### src/rtl/fpp_pkg.sv
// constants shared by the frame buffer pixel packer
// assumes a 32-bit classic wishbone register bus and byte addressing
package fpp_pkg;
	// register byte offsets
	localparam logic [7:0] REG_CFG = 8'h00;
	localparam logic [7:0] REG_GEOM = 8'h04;
	localparam logic [7:0] REG_COORD = 8'h08;
	localparam logic [7:0] REG_ADDR = 8'h0C;
	localparam logic [7:0] REG_STATUS = 8'h10;
	localparam logic [7:0] REG_STRIDE = 8'h14;
	// cfg field positions
	localparam int CFG_DEPTH_LSB = 0;
	localparam int CFG_PACK_BIT = 4;
	localparam int CFG_SCAN_BIT = 5;
	// geom and coord field positions
	localparam int LO_LSB = 0;
	localparam int HI_LSB = 16;
	// status field positions
	localparam int ST_BIT_LSB = 0;
	localparam int ST_DEPTH_LSB = 8;
	localparam int ST_DONE_BIT = 16;
	localparam int ST_PEND_BIT = 17;
	// reset values
	localparam logic [2:0] CFG_DEPTH_RST = 3'h3;
	localparam logic CFG_PACK_RST = 1'b0;
	localparam logic CFG_SCAN_RST = 1'b0;
	localparam logic [15:0] GEOM_W_RST = 16'h0000;
	localparam logic [15:0] GEOM_H_RST = 16'h0000;
	// pixel depth codes
	typedef enum logic [2:0] {
		DEPTH_1 = 3'h0,
		DEPTH_2 = 3'h1,
		DEPTH_4 = 3'h2,
		DEPTH_8 = 3'h3,
		DEPTH_16 = 3'h4,
		DEPTH_24 = 3'h5,
		DEPTH_32 = 3'h6
	} fpp_depth_t;
	// order encodings for byte_packing_order and buffer_scan_order
	localparam logic ORDER_LINE = 1'b0;
	localparam logic ORDER_COLUMN = 1'b1;
endpackage

### src/rtl/fpp_packer.sv
// frame buffer pixel packer: pixel coordinate to byte address and bit position
// assumes a classic wishbone master and a same-clock requester on the pixel port
`timescale 1ns/100ps
`default_nettype none
module fpp_packer (
	// clock and reset
	input wire logic clock_in,
	input wire logic rst_n_in,
	// wishbone slave
	input wire logic wb_cyc_in,
	input wire logic wb_stb_in,
	input wire logic wb_we_in,
	input wire logic [7:0] wb_adr_in,
	input wire logic [3:0] wb_sel_in,
	input wire logic [31:0] wb_dat_in,
	output logic [31:0] wb_dat_out,
	output logic wb_ack_out,
	// pixel request port
	input wire logic req_in,
	input wire logic [15:0] x_in,
	input wire logic [15:0] y_in,
	// pixel answer port
	output logic valid_out,
	output logic [31:0] addr_out,
	output logic [4:0] bit_out
);

	////////////////////////////////////////////////////////////////////////////
	// decode helpers

	// bits per pixel for a depth code; reserved code acts as 8
	function automatic logic [5:0] depth_bits(input logic [2:0] code);
		case (code)
			fpp_pkg::DEPTH_1: depth_bits = 6'h01;
			fpp_pkg::DEPTH_2: depth_bits = 6'h02;
			fpp_pkg::DEPTH_4: depth_bits = 6'h04;
			fpp_pkg::DEPTH_16: depth_bits = 6'h10;
			fpp_pkg::DEPTH_24: depth_bits = 6'h18;
			fpp_pkg::DEPTH_32: depth_bits = 6'h20;
			default: depth_bits = 6'h08;
		endcase
	endfunction

	// byte lane merge for writable registers
	function automatic logic [31:0] merge(input logic [31:0] old, input logic [31:0] nw,
		input logic [3:0] sel);
		logic [31:0] r;
		r = old;
		for (int i = 0; i < 4; i++) begin
			if (sel[i]) begin
				r[i*8 +: 8] = nw[i*8 +: 8];
			end
		end
		merge = r;
	endfunction

	////////////////////////////////////////////////////////////////////////////
	// configuration and software state

	logic [2:0] depth;
	logic pack_col;
	logic scan_col;
	logic [15:0] width;
	logic [15:0] height;
	logic [15:0] sw_x;
	logic [15:0] sw_y;
	logic sw_pend;
	logic sw_done;
	logic [31:0] sw_addr;
	logic [4:0] sw_bit;
	logic [31:0] stride;
	logic bus_req;
	logic bus_wr;
	logic take_port;
	logic take_sw;
	logic [31:0] cfg_word;
	logic [31:0] geom_word;
	logic [31:0] coord_word;
	logic [31:0] cfg_merged;

	assign bus_req = wb_cyc_in & wb_stb_in & ~wb_ack_out;
	assign bus_wr = bus_req & wb_we_in;
	// the pixel port wins; a software request waits until req_in is low
	assign take_port = req_in;
	assign take_sw = sw_pend & ~req_in;
	assign cfg_word = {26'h0, scan_col, pack_col, 1'b0, depth};
	// merged once so the field slices come from a plain net
	assign cfg_merged = merge(cfg_word, wb_dat_in, wb_sel_in);
	assign geom_word = {height, width};
	assign coord_word = {sw_y, sw_x};

	// configuration registers, set by the integrator before use
	always_ff @(posedge clock_in or negedge rst_n_in) begin
		if (!rst_n_in) begin
			depth <= fpp_pkg::CFG_DEPTH_RST;
			pack_col <= fpp_pkg::CFG_PACK_RST;
			scan_col <= fpp_pkg::CFG_SCAN_RST;
		end else if (bus_wr && wb_adr_in == fpp_pkg::REG_CFG) begin
			{scan_col, pack_col} <= cfg_merged[fpp_pkg::CFG_SCAN_BIT -: 2];
			depth <= cfg_merged[fpp_pkg::CFG_DEPTH_LSB +: 3];
		end
	end

	// display geometry
	always_ff @(posedge clock_in or negedge rst_n_in) begin
		if (!rst_n_in) begin
			width <= fpp_pkg::GEOM_W_RST;
			height <= fpp_pkg::GEOM_H_RST;
		end else if (bus_wr && wb_adr_in == fpp_pkg::REG_GEOM) begin
			{height, width} <= merge(geom_word, wb_dat_in, wb_sel_in);
		end
	end

	// software coordinate; a write queues one conversion
	always_ff @(posedge clock_in or negedge rst_n_in) begin
		if (!rst_n_in) begin
			sw_x <= 16'h0000;
			sw_y <= 16'h0000;
			sw_pend <= 1'b0;
		end else begin
			if (bus_wr && wb_adr_in == fpp_pkg::REG_COORD) begin
				{sw_y, sw_x} <= merge(coord_word, wb_dat_in, wb_sel_in);
				sw_pend <= 1'b1; // new request beats the slot that takes the old one
			end else if (take_sw) begin
				sw_pend <= 1'b0;
			end
		end
	end

	////////////////////////////////////////////////////////////////////////////
	// stride of one padded line or column, rebuilt every cycle from config

	logic [5:0] bits;
	logic sub_byte;
	logic [1:0] lg;
	logic [2:0] mask;
	logic [31:0] next_stride;

	assign bits = depth_bits(depth);
	assign sub_byte = bits < 6'h08;
	assign lg = (bits == 6'h04) ? 2'h2 : (bits == 6'h02) ? 2'h1 : 2'h0;
	assign mask = 3'h7 >> lg; // pixels per byte minus one

	// ceil(count * depth / 8) when both orders match, else the count; width times pixel bytes for full bytes
	always_comb begin
		next_stride = 32'h00000000;
		if (!sub_byte) begin
			next_stride = width * 32'(bits[5:3]);
		end else if (scan_col == fpp_pkg::ORDER_LINE) begin
			if (pack_col == fpp_pkg::ORDER_LINE) begin
				next_stride = 32'((17'(width) + 17'(mask)) >> (3 - lg));
			end else begin
				next_stride = 32'(width);
			end
		end else begin
			if (pack_col == fpp_pkg::ORDER_LINE) begin
				next_stride = 32'(height);
			end else begin
				next_stride = 32'((17'(height) + 17'(mask)) >> (3 - lg));
			end
		end
	end

	// stride register also read back by software
	always_ff @(posedge clock_in or negedge rst_n_in) begin
		if (!rst_n_in) begin
			stride <= 32'h00000000;
		end else begin
			stride <= next_stride;
		end
	end

	////////////////////////////////////////////////////////////////////////////
	// stage one: split the coordinate into major step, minor offset and bit

	logic [15:0] cx;
	logic [15:0] cy;
	logic [15:0] next_major;
	logic [31:0] next_minor;
	logic [2:0] next_idx;
	logic [15:0] s1_major;
	logic [31:0] s1_minor;
	logic [4:0] s1_bit;
	logic s1_valid;
	logic s1_port;

	assign cx = take_port ? x_in : sw_x;
	assign cy = take_port ? y_in : sw_y;

	// for sub-byte depths the split depends on the buffer order and the packing order
	always_comb begin
		next_major = cy;
		next_minor = 32'(cx) * 32'(bits[5:3]);
		next_idx = 3'h0;
		if (sub_byte) begin
			if (scan_col == fpp_pkg::ORDER_LINE && pack_col == fpp_pkg::ORDER_LINE) begin
				next_major = cy;
				next_minor = 32'(cx >> (3 - lg));
				next_idx = cx[2:0] & mask;
			end else if (scan_col == fpp_pkg::ORDER_LINE) begin
				next_major = cy >> (3 - lg);
				next_minor = 32'(cx);
				next_idx = cy[2:0] & mask;
			end else if (pack_col == fpp_pkg::ORDER_LINE) begin
				next_major = cx >> (3 - lg);
				next_minor = 32'(cy);
				next_idx = cx[2:0] & mask;
			end else begin
				next_major = cx;
				next_minor = 32'(cy >> (3 - lg));
				next_idx = cy[2:0] & mask;
			end
		end
	end

	// stage one registers; pixel 0 lands in the low bits of its byte
	always_ff @(posedge clock_in or negedge rst_n_in) begin
		if (!rst_n_in) begin
			s1_valid <= 1'b0;
			s1_port <= 1'b0;
			s1_major <= 16'h0000;
			s1_minor <= 32'h00000000;
			s1_bit <= 5'h00;
		end else begin
			s1_valid <= take_port | take_sw;
			s1_port <= take_port;
			s1_major <= next_major;
			s1_minor <= next_minor;
			s1_bit <= 5'(next_idx) << lg;
		end
	end

	////////////////////////////////////////////////////////////////////////////
	// stage two: address = major * stride + minor; split to ease 4 ns timing

	logic [31:0] next_addr;

	assign next_addr = 32'(48'(s1_major) * 48'(stride)) + s1_minor;

	// pixel port answer
	always_ff @(posedge clock_in or negedge rst_n_in) begin
		if (!rst_n_in) begin
			valid_out <= 1'b0;
			addr_out <= 32'h00000000;
			bit_out <= 5'h00;
		end else begin
			valid_out <= s1_valid & s1_port;
			if (s1_valid && s1_port) begin
				addr_out <= next_addr;
				bit_out <= s1_bit;
			end
		end
	end

	// software answer; done clears on a new coordinate write
	always_ff @(posedge clock_in or negedge rst_n_in) begin
		if (!rst_n_in) begin
			sw_addr <= 32'h00000000;
			sw_bit <= 5'h00;
			sw_done <= 1'b0;
		end else begin
			if (s1_valid && !s1_port) begin
				sw_addr <= next_addr;
				sw_bit <= s1_bit;
				sw_done <= 1'b1; // set wins over clear
			end else if (bus_wr && wb_adr_in == fpp_pkg::REG_COORD) begin
				sw_done <= 1'b0;
			end
		end
	end

	////////////////////////////////////////////////////////////////////////////
	// wishbone answer: ack one cycle after the request, unmapped reads zero

	logic [31:0] next_rd;

	always_comb begin
		next_rd = 32'h00000000;
		case (wb_adr_in)
			fpp_pkg::REG_CFG: next_rd = cfg_word;
			fpp_pkg::REG_GEOM: next_rd = geom_word;
			fpp_pkg::REG_COORD: next_rd = coord_word;
			fpp_pkg::REG_ADDR: next_rd = sw_addr;
			fpp_pkg::REG_STATUS: begin
				next_rd[fpp_pkg::ST_BIT_LSB +: 5] = sw_bit;
				next_rd[fpp_pkg::ST_DEPTH_LSB +: 6] = bits;
				next_rd[fpp_pkg::ST_DONE_BIT] = sw_done;
				next_rd[fpp_pkg::ST_PEND_BIT] = sw_pend;
			end
			fpp_pkg::REG_STRIDE: next_rd = stride;
			default: next_rd = 32'h00000000;
		endcase
	end

	// ack and read data from flops
	always_ff @(posedge clock_in or negedge rst_n_in) begin
		if (!rst_n_in) begin
			wb_ack_out <= 1'b0;
			wb_dat_out <= 32'h00000000;
		end else begin
			wb_ack_out <= bus_req;
			wb_dat_out <= bus_req ? next_rd : 32'h00000000;
		end
	end

endmodule
`default_nettype wire

### config.mk
export PLATFORM = sky130hd
export DESIGN_NAME = fpp_packer
export DESIGN_NICKNAME = d
export VERILOG_FILES = /design/src/rtl/fpp_pkg.sv /design/src/rtl/fpp_packer.sv
export SDC_FILE = /design/constraint.sdc
export NUM_CORES = 1
export LEC_CHECK = 0
export ABC_AREA = 1
export ABC_CLOCK_PERIOD_IN_PS = 5100
export BUFFER_PORTS_ARGS = -buffer_cell sky130_fd_sc_hd__buf_2
export CAP_MARGIN = 20
export CORE_MARGIN = 2
export CORE_UTILIZATION = 46
export DETAILED_ROUTE_END_ITERATION = 8
export GPL_ROUTABILITY_DRIVEN = 0
export HOLD_SLACK_MARGIN = 0.08
export PLACE_DENSITY = 0.71
export SLEW_MARGIN = 20
export SYNTH_ARGS = -nofsm -noshare
export SYNTH_HDL_FRONTEND = slang
export SYNTH_SLANG_ARGS = --single-unit
### constraint.sdc
create_clock -name clock_in -period 5.1 [get_ports clock_in]
set_input_delay 0.765 -clock clock_in [delete_from_list [all_inputs] [get_ports clock_in]]
set_output_delay 0.765 -clock clock_in [all_outputs]
set_load 0.01 [all_outputs]
==> run_results.csv <==
group,metric,value,unit
cells_and_area,final_cell_mix,"nand2_1, inv_1, fa_1",
timing,slew_viol_final,0,
routing,vias,26480,
cells_and_area,final_common_cell,"nand2_1",
die,die_w,245.5,um
synthesis,yosysWarnings,0,
worst_setup_path,startpoint_type,"flop",
timing,fin_setup_tns,-12960,ps
power_and_ir_drop,total_power,4.833,mW
die,io_pins,153,
worst_setup_path,setup.worst_path.class,"reg -> reg",
power_and_ir_drop,p_sw_share,29.07,%
synthesis,synth_cell_types,56,
clocking,clockRootBuffer,"clkbuf_16",
synthesis,synth.area.top_cells,"dfrtp_1, fa_1, nand2_1, inv_1, ha_1",
cells_and_area,nets,4500,
die,die_area,60260,sq um
power_and_ir_drop,p_clk_share,41.9,%
timing,skew,16.17,ps
timing,finalHoldViolCount,0,
synthesis,synth.top_cell.area_share,22.20,%
worst_setup_path,cp.arrival,6060,ps
cells_and_area,regArea,6037,sq um
cells_and_area,fill_cells,5251,
clocking,clkTransAtPathRegs,60,ps
routing,ant_nets,0,
power_and_ir_drop,leakage,16.97,nW
synthesis,ys_ff_latch,240,
cells_and_area,drive_gt1_share,18.09,%
die,coreArea,57700,sq um
global_routing,grt_pass1_wl,140400,um
worst_setup_path,crit_start,"stride[14]$_DFF_PN0_",
routing,drc_errors,0,
timing,slew_headroom,22.57,%
power_and_ir_drop,internal_power,3.428,mW
die,rows,88,
die,floorplan.initialDensity,46.49,%
synthesis,syn_area,26820,sq um
timing,period_needed,5599,ps
synthesis,avgSynthCellArea,7.087,sq um
global_routing,grt-ovfl-total,0,
clocking,clk_latency,590,ps
power_and_ir_drop,powerDensity,151.5,nW/um^2
place,io_buffer_count,152,
clocking,cts_tree,"yes",
timing,worstMarginPinSlew,1149,ps
timing,rsz0062_at_grt,"yes",
worst_setup_path,critPathRequiredTime,5560,ps
power_and_ir_drop,combPwrFrac,15.6,%
place,place_area,29250,sq um
routing,drt-pass1-iter-count,6,
synthesis,synth_top_cell_by_area,"dfrtp_1",
cells_and_area,finalNonFillerCells,4783,
die,fp.dieH,245.5,um
timing,setup_slack,-498.5,ps
run_status,outcome,"complete, but fails checks",
clocking,htreeDepth,1,
global_routing,grt_max_degree,117,
clocking,numCtsBuffers,27,
worst_setup_path,timing.rr.start,"stride[14]$_DFF_PN0_",
cells_and_area,final_area,31900,sq um
cells_and_area,syn_to_final_growth,18.93,%
worst_setup_path,endpoint_kind,"flop",
run_status,violations,"setup timing",
cells_and_area,finish.utilization,55.29,%
place,dp_slack,-513.4,ps
routing,wl,93680,um
synthesis,synthCells,3785,
synthesis,ys_seq_area_share,22.40,%
power_and_ir_drop,switchingPower,1.405,mW
routing,drtIter0Drc,3040,
synthesis,synthArstFlopShare,100.0,%
synthesis,synthFlopType,"dfrtp_1",
power_and_ir_drop,ir_worst_vdd,0.2186,mV
timing,finalCritPeriodShare,109.8,%
clocking,cts_max_path_buffers,3,
timing,fmaxAchievable,178.6,MHz
synthesis,synth_edf_count,0,
hold_path,hold_path_class,"in -> async",
power_and_ir_drop,power_frac_seq,42.5,%
clocking,cts_sinks,240,
global_routing,grt_use_total,29.97,%
cells_and_area,multiInputGateArea,18430,sq um
clocking,hold_buffers,0,
place,placed_cells,4692,
timing,finalSetupViolations,40,
routing,vias_per_cell,5.536,
flow_run,drv_cap,0,
routing,wl_per_cell,19.59,um
place,dp_hpwl,71420,um
worst_setup_path,cp_max_fo,8,
cells_and_area,num_antenna_cells,0,
timing,whs,238.7,ps
global_routing,antenna_found_initial,2,
global_routing,first_global_vias,25730,
final cells by class:
| cell class | count | share of cell area [%] |
|---|---|---|
| inverters | 751 | 8.884 |
| clock buffers | 36 | 2.287 |
| repair buffers | 366 | 8.594 |
| multi-input cells | 2613 | 57.76 |
| clock inverters | 12 | 0.5530 |
| flip-flops and latches | 240 | 18.92 |
| well taps | 765 | 3.000 |
metal layers:
metal / track usage [%] / vias up / wire length [um]
met2: 47.63 / 1517 / 42130
li1: - / 12033 / -
met5: 0 / - / 0
met1: 37.47 / 12527 / 34760
met3: 6.144 / 403 / 9497
met4: 18.65 / 0 / 7289
kinds of logic after synthesis:
group	synth area share, %
AND/OR/NAND/NOR	25.43
buffers and inverters	13.61
AO/OA/AOI/OAI	10.12
adder cells (fa/ha/maj)	27.52
flip-flops	22.40
XOR/XNOR	0.8163
other	0.02800
multiplexers	0.07464
worst paths after layout:
kind	endpoint	slack (ps)	cells past startpoint
worst min register to register	addr_out[22]$_DFFE_PN0P_	480	2
min in group clock_in	height[14]$_DFFE_PN0P_	430	3
worst max-delay path	addr_out[26]$_DFFE_PN0P_	-500	22
worst min-delay path	sw_y[10]$_DFFE_PN0P_	240	1
max in group asynchronous	sw_addr[26]$_DFFE_PN0P_	3710	2
worst max register to register	addr_out[26]$_DFFE_PN0P_	-500	22
cells in the mapped netlist (44+ instances only):
cell type,number
a21oi_1,133
buf_2,44
clkbuf_1,113
dfrtp_1,238
fa_1,285
ha_1,134
inv_1,741
nand2_1,1153
nand3_1,253
nor2_1,163
o21ai_0,219
o21ai_1,44
sequential cells by signal (all words and copies together), names as in the netlist, 3 cells and up:
| register | cells |
|---|---|
| addr_out | 32 |
| sw_addr | 32 |
| wb_dat_out | 32 |
| s1_minor | 19 |
| stride | 19 |
| height | 16 |
| s1_major | 16 |
| sw_x | 16 |
| sw_y | 16 |
| width | 16 |
| bit_out | 5 |
| s1_bit | 5 |
| sw_bit | 5 |
| depth | 3 |
power groups by stage:
| stage | Clock [mW] | Combinational [mW] | Sequential (mW) |
|---|---|---|---|
| after global placement | 0 | 0.627 | 2.08 |
| after detailed placement | 0 | 0.634 | 2.08 |
| after CTS | 2.03 | 0.679 | 2.05 |
| after global routing | 2.09 | 0.818 | 2.06 |
| final | 2.02 | 0.756 | 2.05 |
| after floorplan | 0 | 0.350 | 2.05 |
repair_timing:
item	CTS	global route
pin swaps	31	105
cloned	0	1
endpoints found under the setup margin	46	46
resized for setup	151	235
setup buffers	25	18
worst max-delay path: stages (launching register included):
cell and delay, ps:
dfrtp_2 510, nand2_2 140, inv_2 40, fa_1 510, inv_2 50, fa_1 540
inv_2 40, fa_1 510, inv_2 40, fa_1 480, inv_1 190, fa_1 540
fa_1 520, ha_4 360, nand2_2 110, nor2_4 150, inv_1 110, nor2_2 170
nand3_2 120, nand3_1 120, nand2_2 60, nand3_1 90, nand2_1 70
Power figures use the tool's default switching activity.
